--- config.mk ---
export PLATFORM = sky130hd
export DESIGN_NAME = ctc_timer
export DESIGN_NICKNAME = d
export VERILOG_FILES = /design/src/shared/ctc_pkg.sv /design/src/core/ctc_timer.sv
export SDC_FILE = /design/constraint.sdc
export NUM_CORES = 1
export LEC_CHECK = 0
export ABC_AREA = 0
export BUFFER_PORTS_ARGS = -buffer_cell sky130_fd_sc_hd__buf_2
export CORE_MARGIN = 5
export CORE_UTILIZATION = 30
export CTS_BUF_LIST = sky130_fd_sc_hd__clkbuf_16
export CTS_CLUSTER_DIAMETER = 80
export CTS_CLUSTER_SIZE = 12
export DETAILED_ROUTE_END_ITERATION = 8
export SYNTH_ARGS = -nofsm -noshare
export SYNTH_HDL_FRONTEND = slang
export SYNTH_SLANG_ARGS = --single-unit
export TNS_END_PERCENT = 20
--- constraint.sdc ---
create_clock -name mclk_in -period 2.4 [get_ports mclk_in]
set_clock_uncertainty 0.1 [all_clocks]
set_input_delay 0.36 -clock mclk_in [delete_from_list [all_inputs] [get_ports mclk_in]]
set_output_delay 0.36 -clock mclk_in [all_outputs]
set_load 0.005 [all_outputs]
--- src/shared/ctc_pkg.sv ---
// Package with register map, field positions and mode codes of the capture timer
package ctc_pkg;

    // ------------------------------------------------------------
    // Register byte offsets
    // ------------------------------------------------------------
    localparam logic [3:0] CTC_OFF_CONTROL_A = 4'h0;
    localparam logic [3:0] CTC_OFF_MODE_OUT = 4'h1;
    localparam logic [3:0] CTC_OFF_EVENT_CTRL = 4'h4;
    localparam logic [3:0] CTC_OFF_INT_ENABLE = 4'h5;
    localparam logic [3:0] CTC_OFF_INT_FLAG = 4'h6;
    localparam logic [3:0] CTC_OFF_RUN_STATE = 4'h7;
    localparam logic [3:0] CTC_OFF_DEBUG_HALT = 4'h8;
    localparam logic [3:0] CTC_OFF_HIGH_BUF = 4'h9;
    localparam logic [3:0] CTC_OFF_COUNT_LO = 4'ha;
    localparam logic [3:0] CTC_OFF_COUNT_HI = 4'hb;
    localparam logic [3:0] CTC_OFF_CMP_LO = 4'hc;
    localparam logic [3:0] CTC_OFF_CMP_HI = 4'hd;

    // ------------------------------------------------------------
    // Field positions
    // ------------------------------------------------------------
    localparam int CTC_BIT_ENABLE = 0;
    localparam int CTC_BIT_CLKSRC_LO = 1;
    localparam int CTC_BIT_RESTART_COMP = 4;
    localparam int CTC_BIT_RUN_STANDBY = 6;
    localparam int CTC_BIT_IMMEDIATE = 6;
    localparam int CTC_BIT_INIT_LEVEL = 5;
    localparam int CTC_BIT_OUT_ENABLE = 4;
    localparam int CTC_BIT_FILTER = 6;
    localparam int CTC_BIT_EDGE = 4;
    localparam int CTC_BIT_EVENT_EN = 0;
    localparam int CTC_BIT_CAPTURE_INT = 0;

    // Writable bit masks; other bits read zero
    localparam logic [7:0] CTC_MASK_CONTROL_A = 8'h57;
    localparam logic [7:0] CTC_MASK_MODE_OUT = 8'h77;
    localparam logic [7:0] CTC_MASK_EVENT_CTRL = 8'h51;
    localparam logic [7:0] CTC_MASK_BIT0 = 8'h01;
    localparam logic [7:0] CTC_RESET_BYTE = 8'h00;

    // ------------------------------------------------------------
    // Clock sources and modes
    // ------------------------------------------------------------
    typedef enum logic [1:0] {
        CTC_CLK_PERIPH = 2'b00,
        CTC_CLK_HALF = 2'b01,
        CTC_CLK_COMPANION = 2'b10,
        CTC_CLK_RESERVED = 2'b11
    } ctc_clksrc_t;

    typedef enum logic [2:0] {
        CTC_MODE_PERIODIC = 3'b000,
        CTC_MODE_TIMEOUT = 3'b001,
        CTC_MODE_CAPTURE = 3'b010,
        CTC_MODE_FREQ = 3'b011,
        CTC_MODE_PULSE = 3'b100,
        CTC_MODE_FREQ_PULSE = 3'b101,
        CTC_MODE_SINGLE = 3'b110,
        CTC_MODE_PWM8 = 3'b111
    } ctc_mode_t;

    // Noise filter needs this many equal samples
    localparam int CTC_FILTER_SAMPLES = 4;

endpackage

--- src/core/ctc_timer.sv ---
// Capture/compare timer: register slave, event edge logic, counter and output
//
// Our own choice: register access over Avalon-MM.
`timescale 1ns/10ps
`default_nettype none

module ctc_timer
    import ctc_pkg::*;
(
    input wire logic mclk_in,
    input wire logic srst_in,
    input wire logic [3:0] avs_address_in,
    input wire logic avs_read_in,
    input wire logic avs_write_in,
    input wire logic [7:0] avs_writedata_in,
    output logic [7:0] avs_readdata_out,
    output logic avs_waitrequest_out,
    input wire logic event_in,
    input wire logic companion_timer_clock_in,
    input wire logic companion_restart_in,
    input wire logic standby_in,
    input wire logic debug_halt_in,
    output logic compare_out,
    output logic capture_interrupt_out,
    output logic capture_event_out
);

    // ------------------------------------------------------------
    // Registers and internal signals
    // ------------------------------------------------------------
    logic [7:0] control_a_q, mode_out_q, event_ctrl_q, high_buf_q, rdata_q;
    logic [15:0] count_q, cmp_q;
    logic [1:0] ev_sync_q, comp_clk_sync_q, comp_rst_sync_q;
    logic [CTC_FILTER_SAMPLES-1:0] filt_hist_q;
    // Single-bit state: flags, run state, bus answer, edge history
    logic int_enable_q, capture_int_q, keep_running_in_debug_q, running_q, fp_phase_q;
    logic ack_q, wait_q, out_q, comp_clk_prev_q, comp_rst_prev_q, filt_level_q, ev_prev_q, half_q;
    // Combinational decode of edges, ticks and bus strobes
    logic tick, active, ev_level, pos_edge, neg_edge, sel_edge, opp_edge;
    logic wr_acc, rd_acc, flag_set, at_top, cap_read;
    ctc_mode_t mode;
    ctc_clksrc_t clksrc;

    assign mode = ctc_mode_t'(mode_out_q[2:0]);
    assign clksrc = ctc_clksrc_t'(control_a_q[CTC_BIT_CLKSRC_LO+1:CTC_BIT_CLKSRC_LO]);

    // Bus request accepted only in the cycle the answer is given
    assign wr_acc = avs_write_in && ack_q;
    assign rd_acc = avs_read_in && ack_q;

    // True for the modes where the compare register holds a capture
    function automatic logic is_capture_mode(input ctc_mode_t m);
        is_capture_mode = (m == CTC_MODE_CAPTURE) || (m == CTC_MODE_FREQ) ||
                          (m == CTC_MODE_PULSE) || (m == CTC_MODE_FREQ_PULSE);
    endfunction

    // ------------------------------------------------------------
    // Input synchronisers
    // ------------------------------------------------------------
    // Pins come from outside the clock domain; two stages each
    always_ff @(posedge mclk_in) begin
        if (srst_in) begin
            ev_sync_q <= 2'h0;
            comp_clk_sync_q <= 2'h0;
            comp_rst_sync_q <= 2'h0;
            comp_clk_prev_q <= 1'b0;
            comp_rst_prev_q <= 1'b0;
        end else begin
            ev_sync_q <= {ev_sync_q[0], event_in};
            comp_clk_sync_q <= {comp_clk_sync_q[0], companion_timer_clock_in};
            comp_rst_sync_q <= {comp_rst_sync_q[0], companion_restart_in};
            comp_clk_prev_q <= comp_clk_sync_q[1];
            comp_rst_prev_q <= comp_rst_sync_q[1];
        end
    end

    // ------------------------------------------------------------
    // Noise canceller and edge detection
    // ------------------------------------------------------------
    // Four equal samples make the level stable; costs five cycles of delay
    always_ff @(posedge mclk_in) begin
        if (srst_in) begin
            filt_hist_q <= '0;
            filt_level_q <= 1'b0;
        end else begin
            filt_hist_q <= {filt_hist_q[CTC_FILTER_SAMPLES-2:0], ev_sync_q[1]};
            if (&filt_hist_q) begin
                filt_level_q <= 1'b1;
            end else if (~|filt_hist_q) begin
                filt_level_q <= 1'b0;
            end
        end
    end

    assign ev_level = event_ctrl_q[CTC_BIT_FILTER] ? filt_level_q : ev_sync_q[1];

    always_ff @(posedge mclk_in) begin
        if (srst_in) begin
            ev_prev_q <= 1'b0;
        end else begin
            ev_prev_q <= ev_level;
        end
    end

    // Edges count only while enabled and the input is accepted
    assign pos_edge = active && event_ctrl_q[CTC_BIT_EVENT_EN] && ev_level && !ev_prev_q;
    assign neg_edge = active && event_ctrl_q[CTC_BIT_EVENT_EN] && !ev_level && ev_prev_q;
    assign sel_edge = event_ctrl_q[CTC_BIT_EDGE] ? neg_edge : pos_edge;
    assign opp_edge = event_ctrl_q[CTC_BIT_EDGE] ? pos_edge : neg_edge;

    // ------------------------------------------------------------
    // Activity and count tick
    // ------------------------------------------------------------
    // Standby halts unless allowed; companion clock ignores the standby bit
    assign active = control_a_q[CTC_BIT_ENABLE] &&
                    !(debug_halt_in && !keep_running_in_debug_q) &&
                    !(standby_in && !control_a_q[CTC_BIT_RUN_STANDBY] &&
                      clksrc != CTC_CLK_COMPANION);

    always_ff @(posedge mclk_in) begin
        if (srst_in) begin
            half_q <= 1'b0;
        end else begin
            half_q <= ~half_q;
        end
    end

    // Reserved source never ticks
    always_comb begin
        unique case (clksrc)
            CTC_CLK_PERIPH: tick = active;
            CTC_CLK_HALF: tick = active && half_q;
            CTC_CLK_COMPANION: tick = active && comp_clk_sync_q[1] && !comp_clk_prev_q;
            CTC_CLK_RESERVED: tick = 1'b0;
        endcase
    end

    assign at_top = (mode == CTC_MODE_PWM8) ? (count_q[7:0] == cmp_q[7:0]) : (count_q == cmp_q);
    assign cap_read = rd_acc && avs_address_in == CTC_OFF_CMP_LO && is_capture_mode(mode);

    // ------------------------------------------------------------
    // Counter, run state and capture
    // ------------------------------------------------------------
    // Software writes to the counter win over internal updates
    always_ff @(posedge mclk_in) begin
        if (srst_in) begin
            count_q <= 16'h0000;
            running_q <= 1'b0;
            fp_phase_q <= 1'b0;
            cmp_q <= 16'h0000;
        end else begin
            if (active && control_a_q[CTC_BIT_RESTART_COMP] && comp_rst_sync_q[1] && !comp_rst_prev_q) begin
                count_q <= 16'h0000;
            end else if (tick && running_q) begin
                if (at_top && mode != CTC_MODE_TIMEOUT && !is_capture_mode(mode)) begin
                    count_q <= 16'h0000;
                end else begin
                    count_q <= count_q + 16'h0001;
                end
            end
            unique case (mode)
                CTC_MODE_PERIODIC, CTC_MODE_PWM8: begin
                    running_q <= active;
                end
                CTC_MODE_TIMEOUT: begin
                    if (sel_edge) begin
                        running_q <= 1'b1;
                    end else if (opp_edge) begin
                        running_q <= 1'b0;
                    end
                end
                CTC_MODE_CAPTURE: begin
                    running_q <= active;
                    if (sel_edge) begin
                        cmp_q <= count_q;
                    end
                end
                CTC_MODE_FREQ: begin
                    running_q <= active;
                    if (sel_edge) begin
                        cmp_q <= count_q;
                        count_q <= 16'h0000;
                    end
                end
                CTC_MODE_PULSE: begin
                    running_q <= active;
                    if (sel_edge) begin
                        count_q <= 16'h0000;
                    end else if (opp_edge) begin
                        cmp_q <= count_q;
                    end
                end
                CTC_MODE_FREQ_PULSE: begin
                    if (sel_edge && !running_q && !capture_int_q) begin
                        count_q <= 16'h0000;
                        running_q <= 1'b1;
                        fp_phase_q <= 1'b0;
                    end else if (opp_edge && running_q && !fp_phase_q) begin
                        cmp_q <= count_q;
                        fp_phase_q <= 1'b1;
                    end else if (sel_edge && running_q && fp_phase_q) begin
                        running_q <= 1'b0;
                    end
                end
                CTC_MODE_SINGLE: begin
                    if (!running_q && (pos_edge || (event_ctrl_q[CTC_BIT_EDGE] && neg_edge))) begin
                        running_q <= 1'b1;
                        count_q <= 16'h0000;
                    end else if (tick && running_q && at_top) begin
                        running_q <= 1'b0;
                    end
                end
            endcase
            if (!control_a_q[CTC_BIT_ENABLE]) begin
                running_q <= 1'b0;
            end
            if (wr_acc && avs_address_in == CTC_OFF_COUNT_LO) begin
                count_q <= {high_buf_q, avs_writedata_in};
            end
            if (wr_acc && avs_address_in == CTC_OFF_CMP_LO) begin
                cmp_q <= {high_buf_q, avs_writedata_in};
            end
        end
    end

    // ------------------------------------------------------------
    // Capture flag, event strobe and interrupt
    // ------------------------------------------------------------
    always_comb begin
        unique case (mode)
            CTC_MODE_CAPTURE, CTC_MODE_FREQ: flag_set = sel_edge;
            CTC_MODE_PULSE: flag_set = opp_edge;
            CTC_MODE_FREQ_PULSE: flag_set = sel_edge && running_q && fp_phase_q;
            default: flag_set = tick && running_q && at_top;
        endcase
    end

    // New event beats a clear in the same cycle
    always_ff @(posedge mclk_in) begin
        if (srst_in) begin
            capture_int_q <= 1'b0;
            capture_event_out <= 1'b0;
            capture_interrupt_out <= 1'b0;
        end else begin
            if (flag_set) begin
                capture_int_q <= 1'b1;
            end else if ((wr_acc && avs_address_in == CTC_OFF_INT_FLAG &&
                          avs_writedata_in[CTC_BIT_CAPTURE_INT]) || cap_read) begin
                capture_int_q <= 1'b0;
            end
            capture_event_out <= flag_set;
            capture_interrupt_out <= (capture_int_q || flag_set) && int_enable_q;
        end
    end

    // ------------------------------------------------------------
    // Compare output
    // ------------------------------------------------------------
    always_ff @(posedge mclk_in) begin
        if (srst_in) begin
            out_q <= 1'b0;
            compare_out <= 1'b0;
        end else begin
            if (!control_a_q[CTC_BIT_ENABLE]) begin
                out_q <= mode_out_q[CTC_BIT_INIT_LEVEL];
            end else if (mode == CTC_MODE_SINGLE) begin
                if (mode_out_q[CTC_BIT_IMMEDIATE] && !running_q &&
                    (pos_edge || (event_ctrl_q[CTC_BIT_EDGE] && neg_edge))) begin
                    out_q <= 1'b1;
                end else begin
                    out_q <= running_q;
                end
            end else if (mode == CTC_MODE_PWM8) begin
                out_q <= (count_q[7:0] < cmp_q[15:8]);
            end else begin
                out_q <= mode_out_q[CTC_BIT_INIT_LEVEL];
            end
            compare_out <= mode_out_q[CTC_BIT_OUT_ENABLE] && out_q;
        end
    end

    // ------------------------------------------------------------
    // Register writes
    // ------------------------------------------------------------
    always_ff @(posedge mclk_in) begin
        if (srst_in) begin
            control_a_q <= CTC_RESET_BYTE;
            mode_out_q <= CTC_RESET_BYTE;
            event_ctrl_q <= CTC_RESET_BYTE;
            int_enable_q <= 1'b0;
            keep_running_in_debug_q <= 1'b0;
            high_buf_q <= CTC_RESET_BYTE;
        end else if (wr_acc) begin
            unique case (avs_address_in)
                CTC_OFF_CONTROL_A: control_a_q <= avs_writedata_in & CTC_MASK_CONTROL_A;
                CTC_OFF_MODE_OUT: mode_out_q <= avs_writedata_in & CTC_MASK_MODE_OUT;
                CTC_OFF_EVENT_CTRL: event_ctrl_q <= avs_writedata_in & CTC_MASK_EVENT_CTRL;
                CTC_OFF_INT_ENABLE: int_enable_q <= avs_writedata_in[0];
                CTC_OFF_DEBUG_HALT: keep_running_in_debug_q <= avs_writedata_in[0];
                CTC_OFF_HIGH_BUF, CTC_OFF_COUNT_HI, CTC_OFF_CMP_HI: high_buf_q <= avs_writedata_in;
                default: ;
            endcase
        end else if (rd_acc && avs_address_in == CTC_OFF_COUNT_LO) begin
            high_buf_q <= count_q[15:8];
        end else if (rd_acc && avs_address_in == CTC_OFF_CMP_LO) begin
            high_buf_q <= cmp_q[15:8];
        end
    end

    // ------------------------------------------------------------
    // Bus answer: one wait cycle, then data with waitrequest low
    // ------------------------------------------------------------
    always_ff @(posedge mclk_in) begin
        if (srst_in) begin
            ack_q <= 1'b0;
            wait_q <= 1'b1;
            rdata_q <= 8'h00;
        end else begin
            ack_q <= (avs_read_in || avs_write_in) && !ack_q;
            // Own flop for the pin, so no gate sits behind it
            wait_q <= !((avs_read_in || avs_write_in) && wait_q);
            unique case (avs_address_in)
                CTC_OFF_CONTROL_A: rdata_q <= control_a_q;
                CTC_OFF_MODE_OUT: rdata_q <= mode_out_q;
                CTC_OFF_EVENT_CTRL: rdata_q <= event_ctrl_q;
                CTC_OFF_INT_ENABLE: rdata_q <= {7'h00, int_enable_q};
                CTC_OFF_INT_FLAG: rdata_q <= {7'h00, capture_int_q};
                CTC_OFF_RUN_STATE: rdata_q <= {7'h00, running_q};
                CTC_OFF_DEBUG_HALT: rdata_q <= {7'h00, keep_running_in_debug_q};
                CTC_OFF_HIGH_BUF, CTC_OFF_COUNT_HI, CTC_OFF_CMP_HI: rdata_q <= high_buf_q;
                CTC_OFF_COUNT_LO: rdata_q <= count_q[7:0];
                CTC_OFF_CMP_LO: rdata_q <= cmp_q[7:0];
                default: rdata_q <= 8'h00;
            endcase
        end
    end

    assign avs_readdata_out = rdata_q;
    assign avs_waitrequest_out = wait_q;
endmodule

`default_nettype wire

==> impl_metrics.env <==
export IMPL_outcome="finished clean"
export IMPL_end_kind="flop"
export IMPL_mostFrequentLayoutCell="dfxtp_1"
export IMPL_drt_pass1_iter_count=5
export IMPL_critPathLaunchType="flop"
export IMPL_cts_buffers=9
export IMPL_r2r_slack_ns=0.14
export IMPL_io_buffers=32
export IMPL_min_path_cells=2
export IMPL_avgRoutedWirePerCell_um=16.9
export IMPL_grt_first_pass_wirelength_mm=22.0
export IMPL_synth_fp_nets=585
export IMPL_worstHoldStart="event_in"
export IMPL_power_density_mw_per_mm2=527
export IMPL_synth_cell_type_count=53
export IMPL_grt_pass1_vias=3996
export IMPL_cp_data_arrival_time_ns=2.39
export IMPL_vias=4220
export IMPL_netlist_top_cells_area="dfxtp_1 (38%), mux2i_1 (12%), nor2_1 (5.9%)"
export IMPL_async_flop_share_pct=0
export IMPL_antenna_found_initial=1
export IMPL_timing_final_crit_period_ns=2.26
export IMPL_drive_gt1_share_pct=13.8
export IMPL_nFillCells=1554
export IMPL_post_dp_cell_area_mm2=0.00518
export IMPL_start_util_pct=30.7
export IMPL_num_io_pins=33
export IMPL_root_buffer="clkbuf_16"
export IMPL_grt_ovfl_total=0
export IMPL_ys_warnings_count=0
export IMPL_cts_sinks=88
export IMPL_final_antenna_net_count=0
export IMPL_std_cell_rows=45
export IMPL_synth_top_family_by_area="simple AND/OR/NAND/NOR gates"
export IMPL_drc=0
export IMPL_layout_common_cells="dfxtp_1 (87), nor2_1 (73), mux2i_1 (54), nand2_1 (44), o21ai_0 (33)"
export IMPL_ir_drop_v=0.000287
export IMPL_core_mm2=0.0153
export IMPL_tightestPinTransition_ns=0.689
export IMPL_final_area_mm2=0.00547
export IMPL_slew_headroom_pct=53.6
export IMPL_utilization_pct=35.8
export IMPL_nNetsFinal=619
export IMPL_setup_tns_ns=0
export IMPL_ys_seq_area_share_pct=37.7
export IMPL_drtIter0Drc=462
export IMPL_finalMaxSlewViolations=0
export IMPL_min_period_over_period_pct=94.3
export IMPL_grtUsageTotal_pct=15.3
export IMPL_syn_avg_cell_area_um2=8.41
export IMPL_ys_ff_latch=88
export IMPL_synthAdderAreaFrac_pct=2.14
export IMPL_syn_instance_count=556
export IMPL_cts_tree="yes"
export IMPL_die_area_mm2=0.0182
export IMPL_worstReg2RegEnd="count_q[9]"
export IMPL_criticalPathCategory="flop to flop"
export IMPL_die_h_um=135
export IMPL_grt_max_degree=33
export IMPL_holdPathEnd="ev_sync_q[0]"
export IMPL_syn2layout_area_growth_pct=16.8
export IMPL_viasPerCell=5.25
export IMPL_cap_violations=0
export IMPL_p_leak_nw=1.94
export IMPL_power_mw=2.88
export IMPL_synth_simple_gate_area_share_pct=20.3
export IMPL_totalWireLength_mm=13.6
export IMPL_syn_area_mm2=0.00468
export IMPL_crit_fanout=6
export IMPL_synth_compound_area_share_pct=16.1
export IMPL_worstPathRequired_ns=2.53
export IMPL_synth_xor_xnor_area_share_pct=6.18
export IMPL_ys_flop_type="dfxtp_1"
export IMPL_synth_top_cell_by_area="dfxtp_1"
export IMPL_dp_hpwl_mm=9.90
export IMPL_diodes=0
export IMPL_synth_top_area_share_pct=37.7
export IMPL_clock_latency_ns=0.34
export IMPL_hold_buffers=0
export IMPL_die_w_um=135
export IMPL_final_hold_viol_count=0
export IMPL_setup_violations=0
export IMPL_clk_pin_slew_worst_paths_ns=0.06
export IMPL_htree_levels=3
export IMPL_hp_class="input port to flop"
export IMPL_cts_buffer_depth=2
export IMPL_gp_congestion=0.896
export IMPL_r2r_start="control_a_q[1]"
export IMPL_worstRegToRegCells=7
export IMPL_synth_edff_count=0
export IMPL_rsz0062_at_grt="no"
export IMPL_fmax_mhz=442
export IMPL_synth_mux_area_share_pct=12.3
## registers in the layout, summed over array words and instances (netlist names), 2 cells and up
signal            cells
ev_sync_q             2
cmp_q                16
avs_readdata_out      8
comp_clk_sync_q       2
count_q              16
comp_rst_sync_q       2
high_buf_q            8
filt_hist_q           4
mode_out_q            6
control_a_q           5
event_ctrl_q          3
## per-layer routing
| metal | up-vias | global-route usage [%] | wire (um) |
|---|---|---|---|
| li1 | 2029 | - | - |
| met1 | 1990 | 21.6 | 6140 |
| met2 | 167 | 23.2 | 5990 |
| met3 | 32 | 2.31 | 991 |
| met4 | 2 | 6.96 | 443 |
| met5 | - | 0 | 7 |
## final cells by class
| cell class | count | area (um2) | share of cell area, % |
|---|---|---|---|
| clock buffer | 9 | 225 | 4.12 |
| clock inverter | 5 | 20.0 | 0.366 |
| inverter | 20 | 75.1 | 1.37 |
| multi-input combinational | 407 | 2680 | 49.0 |
| sequential | 88 | 1760 | 32.3 |
| tap | 211 | 264 | 4.83 |
| timing repair buffer | 64 | 442 | 8.08 |
## power by group
group          switching (mW)  leakage, nW  internal (mW)  total, mW
combinational           0.116         1.09         0.0670      0.183
clock                   0.534        0.132          0.672       1.21
sequential             0.0119        0.712           1.48       1.49
total                   0.663         1.94           2.22       2.88
## Yosys cell counts, types with 4 or more instances
master and count:
xor2_1 7, a211oi_1 18, o21ai_0 33, nor3_1 13, nor2_1 74, and2_1 5
nand4_1 10, o211ai_1 4, buf_1 5, a31oi_1 5, mux2i_1 54, xnor2_1 26
nand2b_1 5, and3_1 4, buf_2 4, dfxtp_1 88, clkbuf_1 31, inv_1 20
ha_1 8, a21oi_1 13, a222oi_1 5, nand3_1 12, nor2b_1 20, a22o_1 4
nand2_1 44
## through the flow
step	worst slack, ns	instances	hold WS (ns)
floorplan	0.169	556	0.274
global placement	0.0101	789	0.261
detailed placement	-0.0647	789	0.266
CTS	0.0260	804	0.136
global route	0.0208	804	0.157
finish	0.137	804	0.141
## worst max-delay path, stage by stage (launching register included)
cell and delay (ns):
dfxtp_1 0.31, buf_4 0.15, nor3b_1 0.22, o31ai_1 0.20, or4_1 0.69, nor3_1 0.24, xnor2_1 0.15, o21ai_0 0.08
## worst max path at each step
stage / depth (start not counted) / end / startpoint
after floorplan: 7 / cmp_q[3] / event_ctrl_q[6]
after global placement: 6 / cmp_q[10] / standby_in
after detailed placement: 6 / cmp_q[9] / standby_in
after CTS: 8 / count_q[6] / control_a_q[1]
after global routing: 8 / cmp_q[9] / control_a_q[2]
final: 7 / count_q[9] / control_a_q[1]
## cells by family (layout without fill, tap and decap cells)
kind of cell | count (synthesis) | count (layout)
and+or+nand+nor | 200 | 200
adders and majority gates | 8 | 8
buffers and inverters | 61 | 98
AOI/OAI and AO/OA | 110 | 110
DFF | 88 | 88
xor gates and xnor gates | 33 | 33
muxes | 56 | 56
## timing repair
| item | in CTS | in global routing |
|---|---|---|
| setup endpoints to repair | 16 | 28 |
| buffers inserted | 1 | 0 |
| gates resized for setup | 0 | 5 |
| pin swaps | 1 | 0 |
| gates cloned | 0 | 0 |
Note: power is estimated with default switching activity, not from simulation.
